**config.mk**
```make
export PLATFORM = sky130hd
export DESIGN_NAME = vtb_video_timing
export DESIGN_NICKNAME = d
export VERILOG_FILES = /design/src/vtb_video_timing.v
export VERILOG_INCLUDE_DIRS = /design/src
export SDC_FILE = /design/constraint.sdc
export NUM_CORES = 1
export LEC_CHECK = 0
export BUFFER_PORTS_ARGS = -buffer_cell sky130_fd_sc_hd__buf_4
export CAP_MARGIN = 20
export CORE_MARGIN = 4
export CORE_UTILIZATION = 45
export CTS_CLUSTER_SIZE = 24
export DETAILED_ROUTE_END_ITERATION = 8
export PLACE_DENSITY = 0.74
export RECOVER_POWER = 25
export SLEW_MARGIN = 20
export SYNTH_ARGS = -nofsm -noshare
export SYNTH_HDL_FRONTEND = slang
export SYNTH_SLANG_ARGS = --single-unit
```
**constraint.sdc**
```tcl
create_clock -name sys_clk -period 2.7 [get_ports sys_clk]
set_input_delay 0.135 -clock sys_clk [delete_from_list [all_inputs] [get_ports sys_clk]]
set_output_delay 0.135 -clock sys_clk [all_outputs]
set_load 0.02 [all_outputs]
```
**src/vtb_defines.vh**
```
// Purpose: constants for the video timing and bitmap pixel block
// Assumes: one dot clock, counts as printed
// Notes: register offsets are byte addresses on the AXI4-Lite slave
`ifndef VTB_DEFINES_VH
`define VTB_DEFINES_VH
`define VTB_H_LAST 9'd455
`define VTB_HS_ON 9'd358
`define VTB_HS_OFF 9'd390
`define VTB_EQ1_ON 9'd152
`define VTB_EQ1_OFF 9'd170
`define VTB_EQ2_ON 9'd380
`define VTB_EQ2_OFF 9'd398
`define VTB_HB_ON 9'd344
`define VTB_HB_OFF 9'd416
`define VTB_BU_ON 9'd384
`define VTB_BU_OFF 9'd408
`define VTB_CW_ON 9'd432
`define VTB_CW_OFF 9'd296
`define VTB_XF_ON 9'd400
`define VTB_XF_OFF 9'd288
`define VTB_RS_ON 9'd288
`define VTB_RS_OFF 9'd328
`define VTB_S40_ON 9'd451
`define VTB_S40_OFF 9'd315
`define VTB_S38_ON 9'd3
`define VTB_S38_OFF 9'd307
`define VTB_SH_ON 9'd440
`define VTB_SH_OFF 9'd304
`define VTB_BLINK_H 9'd336
`define VTB_RF_ON 9'd296
`define VTB_RF_OFF 9'd336
`define VTB_CPR_H 9'd424
`define VTB_CP_ON 9'd432
`define VTB_CP_OFF 9'd288
`define VTB_CPL_H 9'd290
`define VTB_VINC_H 9'd376
`define VTB_EOS_H 9'd384
`define VTB_SC_ON 9'd400
`define VTB_SC_OFF 9'd344
`define VTB_RFC_ON 9'd304
`define VTB_RFC_OFF 9'd344
`define VTB_V_END_PAL 9'd311
`define VTB_V_END_NTSC 9'd261
`define VTB_VS_PAL_ON 9'd254
`define VTB_VS_PAL_OFF 9'd257
`define VTB_VS_NTSC_ON 9'd229
`define VTB_VS_NTSC_OFF 9'd232
`define VTB_VE_PAL_ON 9'd251
`define VTB_VE_PAL_OFF 9'd260
`define VTB_VE_NTSC_ON 9'd226
`define VTB_VE_NTSC_OFF 9'd235
`define VTB_ATTR_LAST 9'd203
`define VTB_FRAME_STOP 9'd204
`define VTB_VSCR_ON 9'd4
`define VTB_CP_LAST 10'd999
`define VTB_REFRESH_N 3'd5
`define VTB_BLINK_FRAMES 8'd25
// register byte offsets
`define VTB_R_MODE 8'h00
`define VTB_R_BASE 8'h04
`define VTB_R_CURSOR 8'h08
`define VTB_R_BKG 8'h0c
`define VTB_R_STATUS 8'h10
`define VTB_R_REFRESH 8'h14
// mode register fields
`define VTB_M_MULTI 0
`define VTB_M_FLASH 1
`define VTB_M_ECM 6
`define VTB_M_BITMAP 5
`define VTB_M_ENABLE 4
`define VTB_M_NTSC 7
`define VTB_M_COL40 8
`define VTB_MODE_RST 32'h00000090
`endif

```
**src/vtb_video_timing.v**
```verilog
// Purpose: dot/line counters, timing decodes, bitmap fetch and pixels
// Assumes: one dot clock; memory data valid in the same cycle as its address
// Notes: registers over an AXI4-Lite slave; no sound logic
`include "vtb_defines.vh"
module vtb_video_timing #(
  parameter BLINK_FRAMES = 8'd25
) (
  input wire sys_clk,
  input wire resetn,
  input wire [7:0] s_axi_awaddr,
  input wire s_axi_awvalid,
  output wire s_axi_awready,
  input wire [31:0] s_axi_wdata,
  input wire [3:0] s_axi_wstrb,
  input wire s_axi_wvalid,
  output wire s_axi_wready,
  output reg [1:0] s_axi_bresp,
  output reg s_axi_bvalid,
  input wire s_axi_bready,
  input wire [7:0] s_axi_araddr,
  input wire s_axi_arvalid,
  output wire s_axi_arready,
  output reg [31:0] s_axi_rdata,
  output reg [1:0] s_axi_rresp,
  output reg s_axi_rvalid,
  input wire s_axi_rready,
  output reg [15:0] mem_addr,
  output reg mem_fetch,
  output reg mem_ras_only,
  input wire [7:0] mem_data,
  input wire [7:0] matrix_data,
  input wire [7:0] attr_data,
  output reg [3:0] pix_color,
  output reg [2:0] pix_lum,
  output reg hsync,
  output reg vsync,
  output reg hblank,
  output reg burst,
  output reg equalize,
  output reg cpu_single_clk
);
  reg [31:0] mode_reg;
  reg [2:0] bitmap_base;
  reg [9:0] cursor_reg;
  reg [31:0] bkg_reg;
  reg [8:0] h_reg;
  reg [8:0] v_reg;
  reg [9:0] char_position_count;
  reg [9:0] cp_reload_reg;
  reg [2:0] row_within_cell;
  reg [7:0] refresh_row_reg;
  reg [7:0] blink_cnt_reg;
  reg blink_reg;
  reg [7:0] shift_reg;
  reg [7:0] mtx_reg;
  reg [7:0] attr_reg;
  reg [2:0] dot_reg;
  reg cursor_hit_reg;
  reg aw_hold_reg;
  reg w_hold_reg;
  reg [7:0] awaddr_reg;
  reg [31:0] wdata_reg;
  reg [3:0] wstrb_reg;
  wire enable = mode_reg[`VTB_M_ENABLE];
  wire bitmap = mode_reg[`VTB_M_BITMAP];
  wire multi = mode_reg[`VTB_M_MULTI];
  wire ntsc = mode_reg[`VTB_M_NTSC];
  wire mc_bitmap = multi & bitmap;
  wire std_char = ~bitmap & ~multi & ~mode_reg[`VTB_M_ECM];
  wire [8:0] v_end = ntsc ? `VTB_V_END_NTSC : `VTB_V_END_PAL;
  // window test across the line wrap
  function win;
    input [8:0] h;
    input [8:0] on;
    input [8:0] off;
    begin
      if (on <= off)
        win = (h >= on) && (h < off);
      else
        win = (h >= on) || (h < off);
    end
  endfunction
  wire char_win = win(h_reg, `VTB_CW_ON, `VTB_CW_OFF);
  wire xfetch_win = win(h_reg, `VTB_XF_ON, `VTB_XF_OFF);
  wire rsingle_win = win(h_reg, `VTB_RS_ON, `VTB_RS_OFF);
  wire shift_win = win(h_reg, `VTB_SH_ON, `VTB_SH_OFF);
  wire cp_step_win = win(h_reg, `VTB_CP_ON, `VTB_CP_OFF);
  wire refresh_win = win(h_reg, `VTB_RF_ON, `VTB_RF_OFF);
  wire scr40 = win(h_reg, `VTB_S40_ON, `VTB_S40_OFF);
  wire scr38 = win(h_reg, `VTB_S38_ON, `VTB_S38_OFF);
  wire attr_line = (v_reg <= `VTB_ATTR_LAST);
  wire frame_win = (v_reg < `VTB_FRAME_STOP);
  wire vscreen = (v_reg >= `VTB_VSCR_ON) && attr_line;
  // dot fetches follow the character window; the processor window is
  // only reported in the status word
  wire fetch_on = enable && attr_line && vscreen;
  wire h_screen = mode_reg[`VTB_M_COL40] ? scr40 : scr38;
  wire shown = enable && vscreen && h_screen;
  wire rf_single = win(h_reg, `VTB_RFC_ON, `VTB_RFC_OFF);
  // refresh slots: 8 dots apart, five of them after character fetches
  wire rf_slot = refresh_win && (h_reg[2:0] == 3'd0);
  // cursor swaps the two colours, flash turns the foreground off
  wire cur_swap = std_char && cursor_hit_reg && blink_reg;
  wire flash_off = std_char && mode_reg[`VTB_M_FLASH] && attr_reg[7] &&
                   blink_reg;
  // dot and line counters
  always @(posedge sys_clk or negedge resetn) begin
    if (!resetn) begin
      h_reg <= 9'd0;
      v_reg <= 9'd0;
    end else begin
      if (h_reg == `VTB_H_LAST)
        h_reg <= 9'd0;
      else
        h_reg <= h_reg + 9'd1;
      if (h_reg == `VTB_VINC_H) begin
        if (v_reg == v_end)
          v_reg <= 9'd0;
        else
          v_reg <= v_reg + 9'd1;
      end
    end
  end
  // sync, blanking and processor clock decodes
  always @(posedge sys_clk or negedge resetn) begin
    if (!resetn) begin
      hsync <= 1'b0;
      hblank <= 1'b1;
      burst <= 1'b0;
      equalize <= 1'b0;
      vsync <= 1'b0;
      cpu_single_clk <= 1'b0;
    end else begin
      hsync <= win(h_reg, `VTB_HS_ON, `VTB_HS_OFF);
      hblank <= win(h_reg, `VTB_HB_ON, `VTB_HB_OFF);
      burst <= win(h_reg, `VTB_BU_ON, `VTB_BU_OFF);
      equalize <= (win(h_reg, `VTB_EQ1_ON, `VTB_EQ1_OFF) ||
                   win(h_reg, `VTB_EQ2_ON, `VTB_EQ2_OFF)) &&
                  (ntsc ? win(v_reg, `VTB_VE_NTSC_ON, `VTB_VE_NTSC_OFF)
                        : win(v_reg, `VTB_VE_PAL_ON, `VTB_VE_PAL_OFF));
      vsync <= ntsc ? win(v_reg, `VTB_VS_NTSC_ON, `VTB_VS_NTSC_OFF)
                    : win(v_reg, `VTB_VS_PAL_ON, `VTB_VS_PAL_OFF);
      if (enable && (v_reg <= `VTB_FRAME_STOP))
        cpu_single_clk <= win(h_reg, `VTB_SC_ON, `VTB_SC_OFF);
      else
        cpu_single_clk <= rf_single;
    end
  end
  // character position, row counter, refresh and blink
  always @(posedge sys_clk or negedge resetn) begin
    if (!resetn) begin
      char_position_count <= 10'd0;
      cp_reload_reg <= 10'd0;
      row_within_cell <= 3'd0;
      refresh_row_reg <= 8'd0;
      blink_cnt_reg <= 8'd0;
      blink_reg <= 1'b0;
    end else begin
      if (h_reg == `VTB_EOS_H && v_reg == v_end) begin
        cp_reload_reg <= 10'd0;
        row_within_cell <= 3'd0;
      end else if (h_reg == `VTB_CPL_H && vscreen) begin
        if (row_within_cell == 3'd7)
          cp_reload_reg <= char_position_count;
        row_within_cell <= row_within_cell + 3'd1;
      end
      // the step at the stop count makes the 290 latch hold the next row
      if (h_reg == `VTB_CPR_H)
        char_position_count <= cp_reload_reg;
      else if ((cp_step_win || h_reg == `VTB_CP_OFF) && vscreen &&
               h_reg[2:0] == 3'd0)
        char_position_count <= char_position_count + 10'd1;
      if (rf_slot)
        refresh_row_reg <= refresh_row_reg + 8'd1;
      if (h_reg == `VTB_BLINK_H && v_reg == 9'd0) begin
        if (blink_cnt_reg == BLINK_FRAMES - 8'd1) begin
          blink_cnt_reg <= 8'd0;
          blink_reg <= ~blink_reg;
        end else
          blink_cnt_reg <= blink_cnt_reg + 8'd1;
      end
    end
  end
  // memory address: bitmap dots or RAS-only refresh rows
  always @(posedge sys_clk or negedge resetn) begin
    if (!resetn) begin
      mem_addr <= 16'h0000;
      mem_fetch <= 1'b0;
      mem_ras_only <= 1'b0;
    end else begin
      mem_fetch <= fetch_on && char_win && h_reg[2:0] == 3'd0;
      mem_ras_only <= rf_slot;
      if (rf_slot)
        mem_addr <= {8'h00, refresh_row_reg};
      else
        mem_addr <= {bitmap_base, char_position_count,
                     row_within_cell};
    end
  end
  // dot shifter and per-cell colour latches
  always @(posedge sys_clk or negedge resetn) begin
    if (!resetn) begin
      shift_reg <= 8'h00;
      mtx_reg <= 8'h00;
      attr_reg <= 8'h00;
      dot_reg <= 3'd0;
      cursor_hit_reg <= 1'b0;
    end else begin
      if (mem_fetch) begin
        shift_reg <= mem_data;
        mtx_reg <= matrix_data;
        attr_reg <= attr_data;
        dot_reg <= 3'd0;
        // compare the cell being loaded, not the count that moved on
        cursor_hit_reg <= (mem_addr[12:3] == cursor_reg) &&
                          (cursor_reg <= `VTB_CP_LAST);
      end else if (shift_win) begin
        dot_reg <= dot_reg + 3'd1;
        if (!mc_bitmap)
          shift_reg <= {shift_reg[6:0], 1'b0};
        else if (dot_reg[0])
          shift_reg <= {shift_reg[5:0], 2'b00};
      end
    end
  end
  // colour and luminance selection
  always @(posedge sys_clk or negedge resetn) begin
    if (!resetn) begin
      pix_color <= 4'h0;
      pix_lum <= 3'd0;
    end else if (!shown) begin
      pix_color <= bkg_reg[27:24]; // border colour
      pix_lum <= bkg_reg[30:28];
    end else if (mc_bitmap) begin
      case (shift_reg[7:6])
        2'b00: begin
          pix_color <= bkg_reg[3:0];
          pix_lum <= bkg_reg[6:4];
        end
        2'b01: begin
          pix_color <= mtx_reg[7:4];
          pix_lum <= attr_reg[6:4];
        end
        2'b10: begin
          pix_color <= mtx_reg[3:0];
          pix_lum <= attr_reg[6:4];
        end
        default: begin
          pix_color <= bkg_reg[11:8];
          pix_lum <= bkg_reg[14:12];
        end
      endcase
    end else if (bitmap) begin
      if (shift_reg[7]) begin
        pix_color <= mtx_reg[7:4];
        pix_lum <= attr_reg[2:0];
      end else begin
        pix_color <= mtx_reg[3:0];
        pix_lum <= attr_reg[6:4];
      end
    end else begin
      // standard character: cursor swap and flash
      if ((shift_reg[7] ^ cur_swap) && !flash_off) begin
        pix_color <= attr_reg[3:0];
        pix_lum <= attr_reg[6:4];
      end else begin
        pix_color <= bkg_reg[3:0];
        pix_lum <= bkg_reg[6:4];
      end
    end
  end
  // AXI4-Lite write path: address and data taken in either order
  assign s_axi_awready = ~aw_hold_reg & ~s_axi_bvalid;
  assign s_axi_wready = ~w_hold_reg & ~s_axi_bvalid;
  wire aw_ok = aw_hold_reg | (s_axi_awvalid & s_axi_awready);
  wire w_ok = w_hold_reg | (s_axi_wvalid & s_axi_wready);
  wire [7:0] wa = aw_hold_reg ? awaddr_reg : s_axi_awaddr;
  wire [31:0] wd = w_hold_reg ? wdata_reg : s_axi_wdata;
  wire [3:0] ws = w_hold_reg ? wstrb_reg : s_axi_wstrb;
  wire wr_go = aw_ok & w_ok & ~s_axi_bvalid;
  wire [31:0] wmask = {{8{ws[3]}}, {8{ws[2]}}, {8{ws[1]}}, {8{ws[0]}}};
  wire wr_hit = (wa == `VTB_R_MODE) || (wa == `VTB_R_BASE) ||
                (wa == `VTB_R_CURSOR) || (wa == `VTB_R_BKG);
  always @(posedge sys_clk or negedge resetn) begin
    if (!resetn) begin
      aw_hold_reg <= 1'b0;
      w_hold_reg <= 1'b0;
      awaddr_reg <= 8'h00;
      wdata_reg <= 32'h00000000;
      wstrb_reg <= 4'h0;
      s_axi_bvalid <= 1'b0;
      s_axi_bresp <= 2'b00;
      mode_reg <= `VTB_MODE_RST;
      bitmap_base <= 3'd0;
      cursor_reg <= 10'h3ff;
      bkg_reg <= 32'h00000000;
    end else begin
      if (s_axi_awvalid & s_axi_awready & ~wr_go) begin
        aw_hold_reg <= 1'b1;
        awaddr_reg <= s_axi_awaddr;
      end
      if (s_axi_wvalid & s_axi_wready & ~wr_go) begin
        w_hold_reg <= 1'b1;
        wdata_reg <= s_axi_wdata;
        wstrb_reg <= s_axi_wstrb;
      end
      if (wr_go) begin
        aw_hold_reg <= 1'b0;
        w_hold_reg <= 1'b0;
        s_axi_bvalid <= 1'b1;
        s_axi_bresp <= wr_hit ? 2'b00 : 2'b10;
        case (wa)
          `VTB_R_MODE: mode_reg <= (mode_reg & ~wmask) | (wd & wmask);
          `VTB_R_BASE: begin
            if (ws[0])
              bitmap_base <= wd[5:3];
          end
          `VTB_R_CURSOR: begin
            if (ws[0])
              cursor_reg[7:0] <= wd[7:0];
            if (ws[1])
              cursor_reg[9:8] <= wd[9:8];
          end
          `VTB_R_BKG: bkg_reg <= (bkg_reg & ~wmask) | (wd & wmask);
          default: begin
          end
        endcase
      end else if (s_axi_bvalid & s_axi_bready)
        s_axi_bvalid <= 1'b0;
    end
  end
  // AXI4-Lite read path, one cycle answer
  assign s_axi_arready = ~s_axi_rvalid;
  always @(posedge sys_clk or negedge resetn) begin
    if (!resetn) begin
      s_axi_rvalid <= 1'b0;
      s_axi_rdata <= 32'h00000000;
      s_axi_rresp <= 2'b00;
    end else if (s_axi_arvalid & s_axi_arready) begin
      s_axi_rvalid <= 1'b1;
      s_axi_rresp <= 2'b00;
      case (s_axi_araddr)
        `VTB_R_MODE: s_axi_rdata <= mode_reg;
        `VTB_R_BASE: s_axi_rdata <= {26'd0, bitmap_base, 3'd0};
        `VTB_R_CURSOR: s_axi_rdata <= {22'd0, cursor_reg};
        `VTB_R_BKG: s_axi_rdata <= bkg_reg;
        `VTB_R_STATUS: s_axi_rdata <= {7'd0, blink_reg, frame_win,
                                       h_reg, 3'd0, xfetch_win,
                                       rsingle_win, v_reg};
        `VTB_R_REFRESH: s_axi_rdata <= {14'd0, cp_reload_reg,
                                        refresh_row_reg};
        default: begin
          s_axi_rdata <= 32'h00000000;
          s_axi_rresp <= 2'b10;
        end
      endcase
    end else if (s_axi_rvalid & s_axi_rready)
      s_axi_rvalid <= 1'b0;
  end
endmodule

```
==> impl_metrics.tcl <==
set metrics [dict create \
    syn_area_per_cell_um2 10.5 \
    cts_tree "built" \
    worstHoldPathCells 5 \
    finClkSkew_ps 6.93 \
    nets 1619 \
    tns_ps 0 \
    r2r_start "h_reg[4]" \
    relSlewSlack_pct -3.12 \
    reg2reg_to "char_position_count[2]" \
    syn_inst 1294 \
    worstPathArrival_ps 2760 \
    fp.dieW_um 182 \
    drt_iter0_drc 1204 \
    cts.sinks 274 \
    outcome "finished, violations left" \
    clock_path_buffers 3 \
    gp_congestion 0.880 \
    reg2reg_slack_ps 370 \
    hold_ws_ps 192 \
    cp_slowest_stage_delay_ps 710 \
    rows 63 \
    worst_hold_path_type "in -> reg" \
    drtAntennaViolNets 0 \
    multi_input_area_mm2 0.00625 \
    grt-ovfl-total 0 \
    powerDensity_mw_per_mm2 674 \
    synth_ff_type "dfrtp_1" \
    regArea_mm2 0.00687 \
    slew_viol_final 111 \
    tightestPinTransition_ps 1550 \
    io_buffers 152 \
    cts_setup_buffers 0 \
    hpwlAfterDp_um 28200 \
    grt_pass1_vias 10800 \
    min_to "w_hold_reg" \
    p_leak_nw 7.64 \
    finalSetupViolations 0 \
    finalHoldViolations 0 \
    violations "capacitance limit, slew limit" \
    cpLargestDelayFamily "compound AO/OA/AOI/OAI gates" \
    wl_um 39700 \
    grt_max_degree 111 \
    initial_utilization_pct 45.8 \
    vias 11200 \
    grt_usage_pct 23.3 \
    layout-drive-gt1-share_pct 24.0 \
    critPathMaxFanout 17 \
    seq_area_frac_synth_pct 50.5 \
    cts.clk_slew.worst_paths_ps 60 \
    antenna_found_initial 0 \
    critPathLaunchType "flop" \
    grt_pass1_wl_um 62100 \
    fp.dieH_um 182 \
    crit_path_cell_trace "o21ai_1 -> a221oi_1 -> nand4bb_1 -> buf_4 -> mux2i_1 -> a221o_1" \
    period_needed_ps 2330 \
    synthToLayoutAreaGrowth_pct 24.5 \
    hp-start "s_axi_wvalid" \
    slowest_stage "dfrtp_1" \
    reg2reg_depth 6 \
    fin_crit_sh_pct 86.3 \
    wl_per_cell_um 20.5 \
    drc 0 \
    num_antenna_cells 0 \
    critical_path_buf_inv_count 1 \
    async_flop_share_pct 100 \
    dr.pass1.iters 6 \
    rsz0062_at_grt "no" \
    fillers 2430 \
    synth_edf_count 0 \
    htreeDepth 1 \
    ys_seq_elements 274 \
    cp-end-kind "flop" \
    fmax_ghz 0.429 \
    drt-vias-per-instance 5.78 \
    drv_cap 1 \
    cts_resized 0 \
    core_mm2 0.0297 \
    worstSkewPairLatency_ps 550 \
    setup.worst_path.class "reg -> reg" \
    irDropWorstVdd_mv 0.683 \
    cts_root_buffer "clkbuf_16" \
    synth_warnings 0 \
    die_area_mm2 0.0331 \
    numCtsBuffers 30 \
    syn_area_mm2 0.0136 \
    ios 155 \
    required_ps 3130 \
    synth_cell_types 83 \
]
-- worst min-delay path: stages --
cell	delay, ps
buf_4	100
o21ba_2	150
o21ai_0	170
nand2_1	110
nand2_1	50
-- Yosys cell counts, drive strengths merged, types with 11 or more instances --
library cell | instances | area, um^2
inv | 36 | 135
and2 | 11 | 70.1
and3 | 11 | 68.8
a221oi | 15 | 131
o21ai | 162 | 815
nor2 | 48 | 185
dfrtp | 261 | 6530
a22oi | 22 | 165
buf | 43 | 249
nor2b | 14 | 87.6
clkbuf | 33 | 124
dfstp | 13 | 342
mux2i | 62 | 621
nand3 | 18 | 90.1
ha | 16 | 200
a21oi | 23 | 115
xor2 | 20 | 175
mux2 | 89 | 1020
nand4 | 11 | 75.1
nor3 | 13 | 76.3
nand2 | 196 | 736
a31oi | 15 | 93.8
-- kinds of logic (layout without fill, tap and decap cells) --
logic type | after synthesis | after routing | share of synthesized area [%]
compound gates | 328 | 328 | 16.1
buf+inv | 112 | 360 | 3.73
xor+xnor | 30 | 30 | 1.93
fa+ha+maj | 16 | 16 | 1.47
simple gates | 382 | 382 | 14.2
other cells | 1 | 2 | 0.0275
mux | 151 | 151 | 12.1
flops | 274 | 274 | 50.5
-- layer usage --
metal / part of all wire (%) / up-vias / GRT usage (%) / wire length, um
met1: 42 / 5510 / 32.5 / 16900
li1: - / 5140 / - / -
met2: 49 / 462 / 38.9 / 19300
met5: 0 / - / 0 / 0
met4: 2.3 / 0 / 5.43 / 897
met3: 6.6 / 59 / 3.17 / 2630
-- how the worst max path moves through the flow --
stage | startpoint | depth (start not counted) | slack (ps) | endpoint
CTS | h_reg[1] | 7 | 390 | pix_color[1]
detailed placement | s_axi_araddr[1] | 7 | 210 | s_axi_rdata[23]
finish | h_reg[4] | 6 | 370 | char_position_count[2]
global placement | s_axi_araddr[1] | 7 | 310 | s_axi_rdata[23]
global route | h_reg[4] | 6 | 230 | char_position_count[2]
floorplan | shift_reg[7] | 9 | 250 | pix_color[2]
-- through the flow --
| step | area [um^2] | std cells | worst slack (ps) | util [%] | power, mW |
|---|---|---|---|---|---|
| floorplan | 13600 | 1295 | 250 | - | 6.46 |
| global placement | 15200 | 1803 | 311 | 51.3 | 7.14 |
| detailed placement | 15200 | 1803 | 211 | 51.3 | 7.23 |
| CTS | 17000 | 1933 | 391 | 57.2 | 11.5 |
| global route | 17000 | 1933 | 233 | 57.1 | 11.9 |
| finish | 17000 | 1933 | 371 | 57.1 | 11.4 |
-- final cells by class --
| cell class | count | share of cell area (%) |
|---|---|---|
| flip-flops and latches | 274 | 40.5 |
| multi-input cells | 909 | 36.9 |
| repair buffers | 269 | 13.0 |
| clock buffers | 43 | 5.25 |
| well taps | 390 | 2.88 |
| inverters | 36 | 0.797 |
| clock inverters | 12 | 0.693 |
-- what timing repair did --
item,in CTS,in global routing
endpoints found under the setup margin,0,0
hold buffers,75,0
endpoints found under the hold margin,391,0
-- power by group --
group | internal, mW | switching, mW
Combinational | 1.02 | 1.14
Clock | 2.48 | 1.67
Sequential | 4.71 | 0.416
-- cells in the final DEF (no fill, tap or decap), types with 10 or more instances in the layout --
cell and instances:
o21ai_1 122, dfrtp_1 260, nor3_1 12, dlygate4sd3_1 75
inv_1 36, nand3_1 18, mux2i_1 62, clkbuf_16 31
a222oi_1 10, a22oi_1 22, nor2_1 46, a221oi_1 15
nor2b_1 14, xnor2_1 10, o21ai_0 39, a21oi_1 23
xor2_1 20, nand2_1 196, and3_1 11, a31oi_1 15
nand4_1 10, dfstp_2 13, buf_4 191, ha_1 16
mux2_2 77
(Power assumes the default switching activity.)
